[config.mk]
export PLATFORM = sky130hd
export DESIGN_NAME = windowed_watchdog_timer
export DESIGN_NICKNAME = d
export VERILOG_FILES = /design/src/include/wdog_pkg.sv /design/src/hdl/tick_divider.sv /design/src/hdl/windowed_watchdog_timer.sv
export SDC_FILE = /design/constraint.sdc
export NUM_CORES = 1
export LEC_CHECK = 0
export BUFFER_PORTS_ARGS = -buffer_cell sky130_fd_sc_hd__buf_2
export CORE_MARGIN = 2
export CORE_UTILIZATION = 49
export DETAILED_ROUTE_END_ITERATION = 10
export PLACE_DENSITY = 0.79
export SLEW_MARGIN = 20
export SYNTH_ARGS = -nofsm -noshare
export SYNTH_HDL_FRONTEND = slang
export SYNTH_SLANG_ARGS = --single-unit
[constraint.sdc]
create_clock -name clk -period 1.95 [get_ports clk]
set_input_delay 0.195 -clock clk [delete_from_list [all_inputs] [get_ports clk]]
set_output_delay 0.195 -clock clk [all_outputs]
set_load 0.005 [all_outputs]
[src/include/wdog_pkg.sv]
// constants for the windowed watchdog: register map, field layout, reset values
// assumes a plain register port with 32-bit data and byte addresses
package wdog_pkg;

    localparam int          ADDR_W            = 4;
    localparam int          DATA_W            = 32;
    localparam int          CNT_W             = 12;

    // register offsets (byte addresses)
    localparam logic [3:0]  OFS_RESTART       = 4'h0;
    localparam logic [3:0]  OFS_CONFIG        = 4'h4;
    localparam logic [3:0]  OFS_FLAGS         = 4'h8;
    localparam logic [3:0]  OFS_IRQ_STATUS    = 4'hC;

    // restart_command fields
    localparam int          KEY_LSB           = 24;
    localparam logic [7:0]  RESTART_KEY       = 8'hA5;
    localparam int          RESTART_BIT       = 0;

    // watchdog_configuration fields
    localparam int          RELOAD_LSB        = 0;
    localparam int          FIEN_BIT          = 12;
    localparam int          RSTEN_BIT         = 13;
    localparam int          PROC_BIT          = 14;
    localparam int          DIS_BIT           = 15;
    localparam int          DELTA_LSB         = 16;
    localparam int          DBGHLT_BIT        = 28;
    localparam int          IDLEHLT_BIT       = 29;
    localparam logic [31:0] CONFIG_RESET      = 32'h3FFF_2FFF;
    localparam logic [31:0] CONFIG_MASK       = 32'h3FFF_FFFF;

    // fault_flags fields
    localparam int          UNF_BIT           = 0;
    localparam int          ERR_BIT           = 1;

    // slow clock prescale
    localparam int          PRESCALE          = 128;
    localparam logic [6:0]  PRESCALE_LAST     = 7'h7F;

endpackage

[src/hdl/tick_divider.sv]
// divider producing one-cycle tick per PRESCALE enabled slow-clock pulses
// assumes slow_en is a one-cycle enable in the clk domain
`timescale 1ns/1ps

module tick_divider
    import wdog_pkg::*;
#(
    parameter int DIV = PRESCALE
)
(
    input  wire logic clk,
    input  wire logic rst_b,
    input  wire logic restart,
    input  wire logic slow_en,
    input  wire logic run,
    output logic      tick
);

    logic [$clog2(DIV)-1:0] count;

    always_ff @(posedge clk)
    begin
        if (!rst_b || restart)
            count <= '0;
        else if (slow_en && run)
            count <= (count == DIV[$clog2(DIV)-1:0] - 1'b1) ? '0 : count + 1'b1;
    end

    assign tick = slow_en && run && (count == DIV[$clog2(DIV)-1:0] - 1'b1);

endmodule

[src/hdl/windowed_watchdog_timer.sv]
// windowed watchdog: 12-bit down counter, keyed restart, write-once configuration
// assumes slow_en is a one-cycle pulse at the slow clock rate, synchronous to clk
//
// The implementer's own choices: the strobed register port and the address map.
`timescale 1ns/1ps

// Operation
// [RULE1] control write acts only when bits 31..24 equal 0xA5
// [RULE2] keyed write with bit 0 set restarts; zero there does nothing
// [RULE3] reload value field is what the counter loads
// [RULE4] interrupt enable gates underflow and error onto the interrupt
// [RULE5] reset enable gates faults onto the reset request
// [RULE6] scope bit: zero all resets, one processor reset only
// [RULE7] restart with counter at or below delta reloads counter
// [RULE8] restart with counter above delta is a window error
// [RULE9] debug halt stops counter during processor debug state
// [RULE10] idle halt stops counter during system idle
// [RULE11] disable bit stops the watchdog; only the counter stops, a restart above delta still raises a window error
// [RULE12] underflow flag set since last status read
// [RULE13] error flag set since last status read
// [RULE14] counter decrements every 128 slow clock ticks
// [RULE15] configuration writable once after processor reset
// [RULE16] status read or reset clears flags, interrupt and fault output
// [RULE17] valid restart or configuration write reloads counter and divider
// [RULE18] fault output holds until status read or reset
module windowed_watchdog_timer
    import wdog_pkg::*;
(
    input  wire logic              clk,
    input  wire logic              rst_b,
    input  wire logic              slow_en,
    input  wire logic              debug_state,
    input  wire logic              idle_mode,
    input  wire logic [ADDR_W-1:0] addr,
    input  wire logic [DATA_W-1:0] wdata,
    input  wire logic              wr,
    input  wire logic              rd,
    output logic      [DATA_W-1:0] rdata,
    output logic                   irq,
    output logic                   fault,
    output logic                   fault_all_reset,
    output logic                   fault_proc_reset
);

    ////////////////////////////////////////////////////////////////////////////////
    // decode

    logic [31:0]      config_reg;
    logic             config_locked;
    logic [CNT_W-1:0] count;
    logic             flag_unf;
    logic             flag_err;
    logic             fault_q;
    logic             fault_scope_proc;
    logic [1:0]       irq_status;
    logic [1:0]       irq_enable;

    logic             restart_wr;
    logic             config_wr;
    logic             keyed_restart;
    logic             window_ok;
    logic             reload;
    logic             run;
    logic             tick;
    logic             underflow;
    logic             window_err;
    logic             flags_rd;
    logic [CNT_W-1:0] reload_value;
    logic [CNT_W-1:0] delta;

    assign reload_value  = config_reg[RELOAD_LSB +: CNT_W]; // RULE3
    assign delta         = config_reg[DELTA_LSB +: CNT_W];
    assign restart_wr    = wr && (addr == OFS_RESTART);
    assign config_wr     = wr && (addr == OFS_CONFIG) && !config_locked; // RULE15
    assign keyed_restart = restart_wr && (wdata[KEY_LSB +: 8] == RESTART_KEY) // RULE1
                           && wdata[RESTART_BIT]; // RULE2
    assign window_ok     = (count <= delta); // RULE7
    // error is raised even when the timer is disabled
    assign window_err    = keyed_restart && !window_ok; // RULE8
    assign reload        = (keyed_restart && window_ok) || config_wr; // RULE17
    assign flags_rd      = rd && (addr == OFS_FLAGS);

    assign run = !config_reg[DIS_BIT] // RULE11
                 && !(config_reg[DBGHLT_BIT] && debug_state) // RULE9
                 && !(config_reg[IDLEHLT_BIT] && idle_mode); // RULE10

    ////////////////////////////////////////////////////////////////////////////////
    // prescaler and counter

    tick_divider #(
        .DIV     (PRESCALE)
    ) u_div (
        .clk     (clk),
        .rst_b   (rst_b),
        .restart (reload), // RULE17
        .slow_en (slow_en),
        .run     (run),
        .tick    (tick) // RULE14
    );

    // underflow when a tick finds the counter already at zero
    assign underflow = tick && (count == '0);

    always_ff @(posedge clk)
    begin
        if (!rst_b)
            count <= CONFIG_RESET[RELOAD_LSB +: CNT_W];
        else if (config_wr)
            count <= wdata[RELOAD_LSB +: CNT_W]; // RULE17
        else if (reload)
            count <= reload_value; // RULE7
        else if (tick)
            count <= count - 1'b1; // RULE14
    end

    ////////////////////////////////////////////////////////////////////////////////
    // configuration, write once

    always_ff @(posedge clk)
    begin
        if (!rst_b)
        begin
            config_reg    <= CONFIG_RESET;
            config_locked <= 1'b0;
        end
        else if (config_wr)
        begin
            config_reg    <= wdata & CONFIG_MASK;
            config_locked <= 1'b1; // RULE15
        end
    end

    ////////////////////////////////////////////////////////////////////////////////
    // fault flags: set wins over the read clear

    always_ff @(posedge clk)
    begin
        if (!rst_b)
        begin
            flag_unf <= 1'b0;
            flag_err <= 1'b0;
        end
        else
        begin
            flag_unf <= underflow || (flag_unf && !flags_rd); // RULE12 RULE16
            flag_err <= window_err || (flag_err && !flags_rd); // RULE13 RULE16
        end
    end

    // reset request held until flags read
    always_ff @(posedge clk)
    begin
        if (!rst_b)
        begin
            fault_q          <= 1'b0;
            fault_scope_proc <= 1'b0;
        end
        else if ((underflow || window_err) && config_reg[RSTEN_BIT]) // RULE5
        begin
            fault_q          <= 1'b1; // RULE18
            fault_scope_proc <= config_reg[PROC_BIT]; // RULE6
        end
        else if (flags_rd)
            fault_q          <= 1'b0; // RULE16
    end

    assign fault            = fault_q;
    assign fault_all_reset  = fault_q && !fault_scope_proc; // RULE6
    assign fault_proc_reset = fault_q && fault_scope_proc;

    ////////////////////////////////////////////////////////////////////////////////
    // interrupt: sticky status, write-one clear, enable

    logic irq_clr_wr;

    // enable shares the fault interrupt enable bit so software sees one switch
    assign irq_clr_wr = wr && (addr == OFS_IRQ_STATUS);

    always_ff @(posedge clk)
    begin
        if (!rst_b)
            irq_status <= 2'h0;
        else
        begin
            irq_status[UNF_BIT] <= underflow
                || (irq_status[UNF_BIT] && !flags_rd && !(irq_clr_wr && wdata[UNF_BIT]));
            irq_status[ERR_BIT] <= window_err
                || (irq_status[ERR_BIT] && !flags_rd && !(irq_clr_wr && wdata[ERR_BIT]));
        end
    end

    always_ff @(posedge clk)
    begin
        if (!rst_b)
            irq_enable <= 2'h0;
        else
            irq_enable <= {2{config_reg[FIEN_BIT]}}; // RULE4
    end

    // level output, gated by enable
    assign irq = |(irq_status & irq_enable & {2{config_reg[FIEN_BIT]}}); // RULE4

    ////////////////////////////////////////////////////////////////////////////////
    // read port, data in the cycle after the strobe

    always_ff @(posedge clk)
    begin
        if (!rst_b)
            rdata <= '0;
        else if (rd)
        begin
            unique case (addr)
                OFS_CONFIG:     rdata <= config_reg;
                OFS_FLAGS:      rdata <= {30'h0, flag_err, flag_unf};
                OFS_IRQ_STATUS: rdata <= {30'h0, irq_status};
                default:        rdata <= '0;
            endcase
        end
        else
            rdata <= '0;
    end

endmodule

==> results of run 1 <==
[cell usage in the layout (no fill, tap or decap), types with 11 or more instances in the layout]
master / instances
and2_1: 33
nand3_1: 13
buf_2: 77
o211ai_1: 11
dfxtp_2: 14
nand2_1: 61
nor2_1: 21
a21oi_1: 13
buf_4: 52
dfxtp_1: 73
inv_1: 14
[power breakdown]
part / switching [W] / internal [W] / total (W)
sequential: 0.0000556 / 0.00183 / 0.00189
combinational: 0.000334 / 0.000289 / 0.000623
clock: 0.000685 / 0.000594 / 0.00128
total: 0.00107 / 0.00271 / 0.00379
[what timing repair did]
item,in CTS,in global routing
pin swaps,21,16
hold buffers,0,0
gates resized for setup,63,31
cloned,2,1
buffers inserted,5,3
setup endpoints to repair,25,25
[per-stage QoR]
stage,power [W],setup slack (ns)
global placement,0.00230,-0.235
CTS,0.00363,-0.144
global route,0.00390,-0.352
detailed placement,0.00231,-0.290
finish,0.00379,-0.333
floorplan,0.00212,-0.0291
[metal layers]
layer	up-vias	GRT usage (%)	share of wire [%]
met1	1741	30.6	40
li1	1738	-	-
met4	0	11.3	2.9
met3	34	4.03	7.3
met5	-	0	0
met2	189	42.9	49
[critical path, cell delays in order, from the launching register on]
cell and delay [ns]:
dfxtp_2 0.34, inv_2 0.05, ha_4 0.28, nand4_1 0.22
nor2_2 0.22, a221oi_4 0.11, a211o_2 0.43, nor4_1 0.40
nor3_1 0.09
[cell families (layout without fill, tap and decap cells)]
logic type      count (synthesis)  after routing  share of synthesized area [%]
fa+ha+maj                      14             14                           4.64
flops                          87             87                           46.2
buf+inv                        44            172                           4.97
simple gates                  187            187                           26.3
compound gates                 75             75                           14.5
mux                             6              6                           1.66
other cells                     1              2                         0.0994
xor+xnor                        7              7                           1.63
[worst max-delay path by stage]
stage	endpoint	slack, ns	depth (start not counted)
4_1_cts	count[5]	-0.14	9
2_1_floorplan	flag_unf	-0.03	7
3_5_place_dp	count[0]	-0.29	9
3_3_place_gp	count[7]	-0.24	8
6_report	count[9]	-0.33	8
5_1_grt	count[9]	-0.35	8
[final cells by class]
| class | count | share of cell area (%) |
|---|---|---|
| Clock buffer | 9 | 2.33 |
| Tap cell | 99 | 2.33 |
| Clock inverter | 6 | 1.34 |
| Multi-Input combinational cell | 291 | 43.3 |
| Inverter | 22 | 1.60 |
| Sequential cell | 87 | 33.1 |
| Timing Repair Buffer | 135 | 16.0 |
==> summary.txt, run 1 <==
Placed design
  – Post-DP HPWL: 7020 um
  – Port bufs: 76
  – Placed Instances: 625
  – GP Congestion: 0.893
  – Placed cell area: 4590 um2

Floorplan
  – FP Rows: 31
  – Die area: 8420 um2
  – Initial Utilization: 51.2%
  – Core area: 7370 um2
  – Die Height: 91.7 um
  – I/O Pins: 79
  – Die width: 91.7 um

Synthesis
  – Area leader, netlist: dfxtp_1
  – Post-synth ARST share: 0%
  – Post-synth design cell area: 3770 um2
  – Most common cell in the synthesized netlist: dfxtp_1
  – Commonest cells in the synthesized netlist: dfxtp_1, nand2_1, and2_1
  – Synth Instances: 421
  – Post-synth top area share: 46.2%
  – Register area share after synthesis: 46.2%
  – Ys flop type: dfxtp_1
  – Top cells by area, synth: dfxtp_1, nand2_1, and2_1
  – Number of warning messages in the yosys log: 0
  – #FFs+latches synth: 87
  – Yosys cell types: 52
  – Post-synth EDFFs: 0
  – Syn avg cell area: 8.96 um2

Finish
  – Area delta synth->final: 40.9%
  – Fin util: 72.1%
  – FILL cells: 524
  – Non-filler cells, final: 649
  – Multi-input combinational cell area: 2300 um2
  – Area occupied by registers: 1760 um2
  – Fraction of layout cells with a size suffix above 1: 42.2%
  – Net count, final: 603
  – Final instance area: 5320 um2
  – Diodes inserted: 0

Min path
  – Worst hold endpoint: config_reg[13]
  – HP Class: input port to flip-flop
  – Hold wc startpoint: wdata[13]
  – Hold Path Depth: 3

CTS
  – Deepest clock path buffer count: 2
  – Clock Sink Count: 87
  – Clk slew on worst S/H paths: 0.10 ns
  – CTS H-tree lvls: 3
  – CTS Root Cell: clkbuf_8
  – CTS tree: yes
  – Clk_lat worst skew: 0.37 ns
  – CTS buffer count: 9

Worst setup path
  – CP startpoint: config_reg[23]
  – R2R setup slack: -0.33 ns
  – Arrival @ worst endpoint: 2.52 ns
  – R2r endpoint: count[9]
  – Worst Path Max Fanout: 9
  – Nature of the critical path endpoint: flip-flop
  – Critical setup path kind: flip-flop to flip-flop
  – CP Data Required Time: 2.19 ns
  – R2R Path Start: config_reg[23]
  – Startpoint Class: flip-flop
  – Reg2Reg Depth: 8

Route
  – Post-route DRC: 0
  – Drt pass-1 iters: 5
  – Iteration-0 DRC Markers: 214
  – Vias: 3,702
  – Via-to-Cell Ratio: 5.70
  – Post-DR wirelength/cell: 17.3 um
  – ANT nets after route: 0
  – Total Routed Length: 11,300 um

STA
  – Worst clock skew: 0.0145 ns
  – Fin Setup TNS: -4.80 ns
  – Min Clock Period, post-route: 2.28 ns
  – Setup-failing EPs final: 25
  – Tcrit/Tclk final: 117%
  – Slew Limit Fails: 0
  – Endpoints failing hold: 0
  – Final worst slack: -0.333 ns
  – Unrepaired setup endpoints after global routing: true
  – Hold Slack: 0.0383 ns
  – Maximum clock frequency: 438 MHz

Status
  – Status: finished with violations
  – Failing checks: negative setup slack

Power and ir drop
  – PD cells: 713 nW/um2
  – Peak supply drop: 0.338 mV
  – Leakage: 2.30 nW

Global route
  – Gr usage total: 24.9%
  – Largest net degree at the start of global routing: 30
  – Initial antenna violation count: 0
  – Total global routing overflow: 0
  – Number of global-route vias before repair: 3,563
  – First-pass GRT wire length: 16,800 um

Job
  – Max-cap violations: 0
Power figures use the tool's default switching activity.
==> run 2, diff against run 1 <==
CELL_PAD_IN_SITES_DETAIL_PLACEMENT = 0   (was unset)
CELL_PAD_IN_SITES_GLOBAL_PLACEMENT = 1   (was unset)
CORE_UTILIZATION = 41   (was 49)
PLACE_DENSITY = 0.83   (was 0.79)
clock period = 2.4 ns   (was 1.95 ns; I/O delays follow)
==> run 2 against run 1 <==
  * The flow now finishes without violations
  * Die area up 19%
  * First-iteration DRC count decreased by 26%
  * Sequential cell count unchanged
  * Total power is 28% lower
  * Global-route usage is 5.5 points lower
  * Cell area fell by 14%
  * Setup slack improved by 0.43 ns
  * Register-to-register slack improved by 0.43 ns
  * Clock power down 31%
  * Non-clock buffer count fell by 35
  * Worst hold slack improved by 0.061 ns
  * Largest power group unchanged
==> summary.txt, run 2 (synthesized netlist as in run 1, its figures left out) <==
Finish
  – Commonest non-fill, non-tap cell in the layout: dfxtp_1
  – Area occupied by registers: 1740 um2 (-0.92%)
  – FILL cells: 874 (+67%)
  – Fraction of layout cells with a size suffix above 1: 25.6% (-17 points)
  – Diodes inserted: 0 (unchanged)
  – Area delta synth->final: 21.7%
  – Net count, final: 568 (-5.8%)
  – Multi-input combinational cell area: 1880 um2 (-18%)
  – Commonest non-fill, non-tap cells in the layout: dfxtp_1, buf_2, nand2_1, and2_1
  – Non-filler cells, final: 626 (-3.5%)

STA
  – Tcrit/Tclk final: 95.9% (-21 points)
  – Endpoints failing hold: 0 (unchanged)
  – Worst clock skew: 0.00660 ns (-0.00789 ns)
  – Maximum clock frequency: 434 MHz (-0.84%)
  – Worst-Margin Slew: 0.506 ns
  – Unrepaired setup endpoints after global routing: false
  – Hold Slack: 0.0989 ns (+0.0606 ns)
  – Slew Limit Fails: 0 (unchanged)
  – Max-slew headroom: 66.2%
  – Final worst slack: 0.0976 ns (+0.431 ns)
  – Fin Setup TNS: 0 ns (+4.80 ns)
  – Setup-failing EPs final: 0 (-100%)
  – Min Clock Period, post-route: 2.30 ns (+0.0194 ns)

Power and ir drop
  – PD cells: 590 nW/um2 (-17%)
  – Share of power burned in registers: 56.2% (+6.4 points)
  – Int Power: 0.00199 W (-27%)
  – Design Power: 0.00271 W (-28%)
  – Peak supply drop: 0.259 mV (-23%)
  – Comb pwr share: 11.3% (-5.1 points)
  – P_sw: 0.000717 W (-33%)
  – Leakage: 2.09 nW (-9.2%)
  – Clk network pwr share: 32.5% (-1.3 points)
  – Switching share of power: 26.5% (-1.9 points)

Route
  – ANT nets after route: 0 (unchanged)
  – Iteration-0 DRC Markers: 159 (-26%)
  – Post-route DRC: 0 (unchanged)
  – Post-DR wirelength/cell: 14.7 um (-15%)
  – Drt pass-1 iters: 4 (-1)
  – Via-to-Cell Ratio: 5.31 (-6.9%)
  – Vias: 3,323 (-10%)
  – Total Routed Length: 9230 um (-18%)

Floorplan
  – Initial Utilization: 41.6% (-9.6 points)
  – Core area: 9060 um2 (+23%)
  – FP Rows: 35 (+13%)
  – Die Height: 99.9 um (+8.9%)
  – Die area: 9980 um2 (+19%)
  – Die width: 99.9 um (+8.9%)
  – I/O Pins: 79 (unchanged)

Status
  – Status: finished, final reports clean

CTS
  – CTS buffer count: 9 (unchanged)
  – CTS tree: yes
  – Hold_buf cts: 0 (unchanged)
  – Clock Sink Count: 87 (unchanged)
  – Deepest clock path buffer count: 2 (unchanged)
  – Clk slew on worst S/H paths: 0.08 ns (-0.02 ns)
  – Clk_lat worst skew: 0.35 ns (-0.02 ns)
  – Post-CTS Setup Inserts: 0 (-5)
  – CTS Root Cell: clkbuf_8
  – CTS H-tree lvls: 3 (unchanged)
  – Post_cts resized: 1 (-98%)

Worst setup path
  – Crit path to: fault_scope_proc
  – Critical setup path kind: flip-flop to flip-flop
  – Startpoint Class: flip-flop
  – Nature of the critical path endpoint: flip-flop
  – R2R Path Start: count[0]
  – Arrival @ worst endpoint: 2.54 ns (+0.02 ns)
  – CP Data Required Time: 2.63 ns (+0.44 ns)
  – R2R setup slack: 0.1 ns (+0.43 ns)
  – R2r endpoint: fault_scope_proc
  – CP startpoint: count[0]
  – Reg2Reg Depth: 8 (unchanged)
  – Worst Path Max Fanout: 4 (-5)

Min path
  – HP Class: input port to flip-flop

Global route
  – Gr usage total: 19.4% (-5.5 points)
  – Total global routing overflow: 0 (unchanged)
  – Initial antenna violation count: 0 (unchanged)
  – Largest net degree at the start of global routing: 31 (+3.3%)
  – Number of global-route vias before repair: 3,262 (-8.4%)
  – First-pass GRT wire length: 15,400 um (-8.5%)

Placed design
  – Post-DP HPWL: 6710 um (-4.4%)
  – GP Congestion: 0.840 (-5.9%)
  – Pre-CTS setup slack: -0.0121 ns (+0.278 ns)
  – Port bufs: 76 (unchanged)
  – Placed Instances: 611 (-2.2%)

Job
  – Max-cap violations: 0 (unchanged)
[run 2: cell types whose count changed in the layout (fill, tap and decap cells not counted), sizes merged]
cell | previous run | this run
buf | 135 | 100
clkinv | 2 | 4
bufinv | 1 | 0
inv | 23 | 22
[run 2: cell type report]
type                            instances  area share (%)
Clock buffer                            9            2.70
Clock inverter                          6           0.845
Sequential cell                        87            38.0
Inverter                               22            1.80
Multi-Input combinational cell        291            40.9
Tap cell                              111            3.03
Timing Repair Buffer                  100            12.8
[run 2: metrics by stage]
step | util, % | cell area, um2
2_1_floorplan | - | 3780
3_3_place_gp | 48.5 | 4400
3_5_place_dp | 48.5 | 4400
4_1_cts | 50.4 | 4560
5_1_grt | 50.6 | 4590
6_report | 50.6 | 4590
[run 2: worst max-delay path, stage by stage, from the launching register on]
cell and delay, ns:
dfxtp_1 0.33, inv_1 0.11, ha_1 0.23, or3b_4 0.43, nor4b_4 0.30, nand3_2 0.13, nor4_2 0.34, o21ai_1 0.17
mux2i_1 0.15
[run 2: layer usage]
| layer | GRT usage, % | wire [um] | vias to the layer above |
|---|---|---|---|
| met1 | 25.2 | 4200 | 1560 |
| met2 | 31.5 | 4320 | 91 |
| li1 | - | - | 1653 |
| met3 | 4.25 | 487 | 19 |
| met4 | 7.59 | 227 | 0 |
| met5 | 0 | 0 | - |
[run 2: worst min-delay path by stage]
stage,depth (start not counted),startpoint,slack [ns],end
after floorplan,2,wdata[28],0.36,config_reg[28]
after global placement,1,config_reg[22],0.44,rdata[22]
after CTS,3,wdata[13],0.09,config_reg[13]
final,3,wdata[13],0.1,config_reg[13]
after detailed placement,1,config_reg[3],0.44,rdata[3]
after global routing,3,wdata[10],0.09,config_reg[10]
[run 2: power by group through the flow]
| stage | combinational [W] | clock (W) | sequential [W] |
|---|---|---|---|
| 2_1_floorplan | 0.000157 | 0 | 0.00156 |
| 3_3_place_gp | 0.000288 | 0 | 0.00155 |
| 3_5_place_dp | 0.000297 | 0 | 0.00155 |
| 4_1_cts | 0.000300 | 0.000910 | 0.00152 |
| 5_1_grt | 0.000341 | 0.000974 | 0.00153 |
| 6_report | 0.000306 | 0.000880 | 0.00152 |
